## src/asrc_pkg.sv

```systemverilog
// Shared constants and types of the asynchronous memory controller.
// Assumes a single 10 MHz clock; every time is a count of clk cycles.
package asrc_pkg;

  // ==========================================================================
  // Clock and timing
  localparam int CLK_PERIOD_NS = 100;
  localparam int READ_CYCLE_NS = 10;
  localparam int WRITE_CYCLE_NS = 10;
  localparam int ADDR_TO_END_NS = 8;
  localparam int STROBE_OE_LOW_NS = 10;
  localparam int OE_TURNOFF_NS = 5;
  localparam int BYTE_ACCESS_NS = 6;
  localparam int RETENTION_EXIT_NS = 10;
  // Least times round up, and never below one cycle.
  function automatic int cyc_up(input int ns);
    int c;
    c = (ns + CLK_PERIOD_NS - 1) / CLK_PERIOD_NS;
    return (c < 1) ? 1 : c;
  endfunction
  localparam int READ_CYC = cyc_up(READ_CYCLE_NS);
  localparam int WRITE_CYC = cyc_up(WRITE_CYCLE_NS);
  localparam int STROBE_CYC = cyc_up(STROBE_OE_LOW_NS);
  localparam int SETUP_CYC = cyc_up(ADDR_TO_END_NS);
  localparam int TURNOFF_CYC = cyc_up(OE_TURNOFF_NS);
  localparam int ACCESS_CYC = cyc_up(BYTE_ACCESS_NS);
  localparam int RECOVER_CYC = cyc_up(RETENTION_EXIT_NS);
  localparam int CNT_W = 4;

  // ==========================================================================
  // Widths and field layout
  localparam int ADDR_W = 18;
  localparam int DATA_W = 16;
  localparam int LANE_W = 8;
  localparam logic [1:0] LANES_OFF = 2'h3;

  // ==========================================================================
  // Types
  typedef enum logic [2:0] {
    ASRC_IDLE = 3'h0,
    ASRC_SETUP = 3'h1,
    ASRC_STROBE = 3'h3,
    ASRC_SPACE = 3'h2,
    ASRC_RECOVER = 3'h6
  } asrc_state_t;

  typedef struct packed {
    logic write;
    logic [ADDR_W-1:0] addr;
    logic [1:0] laneEn;
    logic [DATA_W-1:0] data;
  } asrc_req_t;

  typedef struct packed {
    logic chipSelect_n;
    logic writeStrobe_n;
    logic outputEnable_n;
    logic high_byte_enable_n;
    logic low_byte_enable_n;
  } asrc_ctl_t;
endpackage

```

## src/asrc_ctrl.sv

```systemverilog
// Controller that drives an asynchronous 256K x 16 static memory.
// Assumes the testbench resolves the data bus from dataOe_n; clk is 10 MHz.
`timescale 1ns/1ns

// Contract
// RL1 - Write is overlap of select, lane, strobe
// RL2 - Data held until strobe edge ends write
// RL3 - Select, address, lanes held before write end
// RL4 - Strobe low long enough with enable low
// RL5 - Do not drive bus before read turnoff
// RL6 - Keep output enable high when writing
// RL7 - Memory floats pins when deselected
// RL8 - No drive during output enable turnoff
// RL9 - Address valid before select falls
// RL10 - Address-paced reads give fresh data
// RL11 - Lane access and release times met
// RL12 - Memory floats pins while strobe low
// RL13 - Strobe pulse width met in lane writes
// RL14 - Wait one read cycle after retention
// RL15 - Each enabled lane stores its byte
// RL16 - Reads drive only enabled lanes
// RL17 - Space accesses by one cycle time
module asrc_ctrl
  import asrc_pkg::*;
(
  input wire logic clk,
  input wire logic rst_n,
  input wire asrc_pkg::asrc_req_t req,
  input wire logic reqValid,
  output logic reqReady,
  input wire logic retentionExit,
  output logic [DATA_W-1:0] rdData,
  output logic rdValid,
  output logic [ADDR_W-1:0] memAddr,
  output asrc_pkg::asrc_ctl_t memCtl,
  output logic [DATA_W-1:0] dataOut,
  output logic dataOe_n,
  input wire logic [DATA_W-1:0] dataIn
);
  import asrc_pkg::*;

  // ==========================================================================
  // State
  asrc_state_t state_r;
  logic [CNT_W-1:0] cnt_r;
  logic write_r;
  logic [1:0] lanes_r;
  logic [DATA_W-1:0] inSync1_r;
  logic [DATA_W-1:0] inSync2_r;
  logic accept;

  assign accept = reqValid && reqReady;

  // Pin inputs pass two flip-flops before any logic reads them.
  always_ff @(posedge clk or negedge rst_n) begin
    if (!rst_n) begin
      inSync1_r <= '0;
      inSync2_r <= '0;
    end else begin
      inSync1_r <= dataIn;
      inSync2_r <= inSync1_r;
    end
  end

  // Sequencer: setup, strobe, spacing, and post-retention recovery.
  always_ff @(posedge clk or negedge rst_n) begin
    if (!rst_n) begin
      state_r <= ASRC_IDLE;
      cnt_r <= '0;
    end else begin
      case (state_r)
        ASRC_IDLE: begin
          if (retentionExit) begin
            state_r <= ASRC_RECOVER;
            cnt_r <= CNT_W'(RECOVER_CYC); // RL14
          end else if (accept) begin
            state_r <= ASRC_SETUP; // RL9
            cnt_r <= CNT_W'(SETUP_CYC); // RL3
          end
        end
        ASRC_SETUP: begin
          if (cnt_r <= CNT_W'(1)) begin
            state_r <= ASRC_STROBE;
            // A write adds one hold cycle so the strobe rises before select.
            cnt_r <= write_r ? CNT_W'(STROBE_CYC + 1) // RL4 RL13 RL2
                             : CNT_W'(ACCESS_CYC + 2); // RL11
          end else begin
            cnt_r <= cnt_r - CNT_W'(1);
          end
        end
        ASRC_STROBE: begin
          if (cnt_r <= CNT_W'(1)) begin
            state_r <= ASRC_SPACE;
            cnt_r <= write_r ? CNT_W'(WRITE_CYC) // RL17
                             : CNT_W'(READ_CYC + TURNOFF_CYC); // RL8
          end else begin
            cnt_r <= cnt_r - CNT_W'(1);
          end
        end
        ASRC_SPACE, ASRC_RECOVER: begin
          if (cnt_r <= CNT_W'(1)) begin
            state_r <= ASRC_IDLE;
            cnt_r <= '0;
          end else begin
            cnt_r <= cnt_r - CNT_W'(1);
          end
        end
        default: begin
          state_r <= ASRC_IDLE;
          cnt_r <= '0;
        end
      endcase
    end
  end

  // Request capture: address, lanes and write data stay put for the access.
  always_ff @(posedge clk or negedge rst_n) begin
    if (!rst_n) begin
      write_r <= 1'b0;
      lanes_r <= '0;
      memAddr <= '0;
      dataOut <= '0;
    end else if (accept && state_r == ASRC_IDLE && !retentionExit) begin
      write_r <= req.write;
      lanes_r <= req.laneEn; // RL15 RL16
      memAddr <= req.addr; // RL9 RL10
      dataOut <= req.data; // RL2
    end
  end

  // Memory pins: output enable is only ever low in a read.
  always_ff @(posedge clk or negedge rst_n) begin
    if (!rst_n) begin
      memCtl <= '1;
      dataOe_n <= 1'b1;
    end else begin
      memCtl <= '1;
      dataOe_n <= 1'b1;
      if (state_r == ASRC_SETUP || state_r == ASRC_STROBE) begin
        memCtl.chipSelect_n <= 1'b0;
        memCtl.high_byte_enable_n <= ~lanes_r[1];
        memCtl.low_byte_enable_n <= ~lanes_r[0];
        memCtl.outputEnable_n <= write_r; // RL6
        // Strobe falls after setup, rises with the strobe phase end.
        memCtl.writeStrobe_n <= !(write_r && state_r == ASRC_STROBE &&
                                  cnt_r > CNT_W'(1)); // RL1
        dataOe_n <= !write_r; // RL5
      end
    end
  end

  // Read data is taken at the end of the strobe phase.
  always_ff @(posedge clk or negedge rst_n) begin
    if (!rst_n) begin
      rdData <= '0;
      rdValid <= 1'b0;
    end else begin
      rdValid <= 1'b0;
      if (state_r == ASRC_STROBE && cnt_r <= CNT_W'(1) && !write_r) begin
        rdData <= inSync2_r; // RL11
        rdValid <= 1'b1;
      end
    end
  end

  // Ready only while idle and not recovering.
  always_ff @(posedge clk or negedge rst_n) begin
    if (!rst_n) begin
      reqReady <= 1'b0;
    end else begin
      reqReady <= (state_r == ASRC_IDLE) && !accept && !retentionExit;
    end
  end
endmodule

```

## config.mk

```make
export PLATFORM = sky130hd
export DESIGN_NAME = asrc_ctrl
export DESIGN_NICKNAME = d
export VERILOG_FILES = /design/src/asrc_pkg.sv /design/src/asrc_ctrl.sv
export SDC_FILE = /design/constraint.sdc
export NUM_CORES = 1
export LEC_CHECK = 0
export ABC_AREA = 1
export BUFFER_PORTS_ARGS = -buffer_cell sky130_fd_sc_hd__clkbuf_2
export CAP_MARGIN = 20
export CORE_MARGIN = 4
export CORE_UTILIZATION = 56
export CTS_BUF_LIST = sky130_fd_sc_hd__clkbuf_4
export DETAILED_ROUTE_END_ITERATION = 7
export PLACE_DENSITY = 0.87
export SYNTH_ARGS = -nofsm -noshare
export SYNTH_HDL_FRONTEND = slang
export SYNTH_SLANG_ARGS = --single-unit
```

## constraint.sdc

```tcl
create_clock -name clk -period 2.6 [get_ports clk]
set_input_delay 0.26 -clock clk [delete_from_list [all_inputs] [get_ports clk]]
set_output_delay 0.26 -clock clk [all_outputs]
set_load 0.02 [all_outputs]
```

==> metrics.yaml <==
cts_root_buffer: "clkbuf_4"
regArea_um2: 2510
via_per_inst: 4.75
grt_max_degree: 75
path_buf_inv: 4
post_cts_buffers: 0
gp_congestion: 0.865
critical_path_class: "reg2reg"
clk_latency_ns: 0.42
cts_made_buffers: 9
slew_viol_final: 0
fin_cells: 565
timing.final.ws_setup_ns: 0.827
overflow: 0
die_width_um: 88.5
num_vias: 2681
syn_area_um2: 3630
tns_ns: 0
grtUsageTotal_pct: 20.1
fin_crit_sh_pct: 68.2
die_h_um: 88.5
routed_wl_mm: 7.24
ys_seq_area_share_pct: 69.2
htree_levels: 3
crit_family: "simple AND/OR/NAND/NOR gates"
ys_ff_latch: 100
layout_common_cells: "114 x nand2_1, 113 x clkbuf_2, 94 x dfrtp_1, 49 x inv_1, 42 x o21ai_0"
leakage_nw: 2.46
status: "complete, no violations"
start_util_pct: 57.5
fin_area_um2: 4580
place_area_um2: 4250
grt_pass1_wl_mm: 11.9
antenna_found_initial: 0
core_um2: 6310
drc: 0
syn-num-nets: 406
dieArea_um2: 7830
max_freq_mhz: 564
boundaryPins: 115
hp-class: "in2reg"
cts_sinks: 100
port_buffers: 114
cp_cell_sequence: "inv_1 -> ha_1 -> inv_1 -> nand2_1 -> nand2_2 -> inv_2 -> nand3_4 -> inv_4 -> nand2_1 -> nand2_1"
crit_path_max_fanout: 17
hold_slack_ns: 0.0348
multiInputGateArea_um2: 842
cts_tree: "done"
crit_path_end_kind: "register"
max-slew-margin-rel_pct: 61.9
vdd_drop_max_uv: 872
dp.cells: 530
finClkSkew_ns: 0.0154
ant_nets: 0
setup_violations: 0
grt_pass1_vias: 2611
drive_above_1_share_pct: 30.5
dr.pass1.iters: 6
drt_iter0_drc: 154
synthCells: 347
post-route-util_pct: 72.6
cts_resized: 0
cts_max_path_buffers: 2
antennaDiodeCount: 0
hold_viol_final: 0
layout_commonest_cell: "nand2_1"
min_period_ns: 1.77
fillers: 447
synth.avg_cell_area_um2: 10.5
synth-warning-count: 0
rows: 29
slowest_delay_ns: 0.45
rsz0062_at_grt: "no"
synth_cell_types: 23
maxCapViolations: 0
wl_per_cell_um: 12.8
tightestPinTransition_ns: 0.572
hpwl_mm: 5.05
path_common_cell: "nand2_1"
cellPowerDensity_nw_per_um2: 1110
slowest_stage: "dfrtp_1"
cp-start-kind: "register"
finish.net_count: 543
power.total_mw: 5.11
critPathArrivalTime_ns: 2.14
clk_pin_slew_worst_paths_ns: 0.14
dp_slack_ns: 0.844
syn_to_final_growth_pct: 26.3
crit_required_ns: 2.97
[worst register-to-register path, cell delays in order, from the launching register on]
cell and delay [ns]:
dfrtp_1 0.45, inv_1 0.10, ha_1 0.20, inv_1 0.07
nand2_1 0.11, nand2_2 0.11, inv_2 0.11, nand3_4 0.19
inv_4 0.23, nand2_1 0.09, nand2_1 0.07
[final timing paths]
| check | startpoint | end | slack, ns | depth (start not counted) |
|---|---|---|---|---|
| min in group asynchronous | rst_n | rdData[13]$_DFFE_PN0P_ | 0.35 | 2 |
| worst min register to register | inSync1_r[10]$_DFF_PN0_ | inSync2_r[10]$_DFF_PN0_ | 0.36 | 0 |
| worst max-delay path | cnt_r[0]$_DFFE_PN0N_ | rdData[6]$_DFFE_PN0P_ | 0.83 | 10 |
| worst max register to register | cnt_r[0]$_DFFE_PN0N_ | rdData[6]$_DFFE_PN0P_ | 0.83 | 10 |
| worst min-delay path | req[31] | memAddr[13]$_DFFE_PN0P_ | 0.03 | 3 |
| max in group asynchronous | rst_n | memCtl[0]$_DFF_PN1_ | 1.54 | 3 |
[cells by family (layout without fill, tap and decap cells)]
logic type               after synthesis  after routing  synth area share, %
AO/OA/AOI/OAI                         46             46                 6.52
adder cells (fa/ha/maj)                2              2                0.690
buffers and inverters                 64            205                 7.79
flip-flops                           100            100                 69.2
AND/OR/NAND/NOR                      135            135                 15.8
[registers in the layout, indices dropped and copies added (netlist names), 3 cells and up]
register and flops:
state_r 3, cnt_r 4, memAddr 18, inSync1_r 16, rdData 16, dataOut 16, inSync2_r 16, memCtl 5
[per-layer routing]
metal	share of wire, %	track usage (%)
met1	43	26.7
met2	46	31.1
met3	7.9	5.77
met4	2.6	8.79
met5	0	0
[where the power goes]
part / switching (mW) / internal, mW
sequential: 0.311 / 2.08
clock: 0.459 / 0.295
combinational: 1.31 / 0.649
[cells in the mapped netlist]
library cell  instances  area share [%]
nand2_2               2            0.34
a22oi_1               1            0.21
nand4_1               1            0.17
o21ai_2               1            0.24
dfstp_2               6             4.3
nor3_1                2            0.28
o21ai_0              42             5.8
buf_6                 4             1.2
nand3_4               2            0.97
nor2_4                2            0.62
nand2_1             114              12
dfrtp_1              94              65
nor2_2                1            0.17
buf_2                 5            0.69
inv_2                 4            0.41
a21oi_1               2            0.28
buf_4                 1            0.21
inv_1                49             5.1
nand3_1               5            0.69
nor2_1                5            0.52
nor3_2                1            0.28
inv_4                 1            0.17
ha_1                  2            0.69
[layout make-up]
cell class	count	area share (%)
inverter	54	4.48
multi-input combinational	183	18.4
clock inverter	5	1.17
clock buffer	10	1.64
sequential	100	54.8
timing repair buffer	136	17.5
tap	77	2.10
[timing repair]
item | in CTS | in global routing
endpoints found under the hold margin | 57 | 0
hold buffers | 20 | 0
endpoints found under the setup margin | 0 | 0
Note: power is estimated with default switching activity, not from simulation.
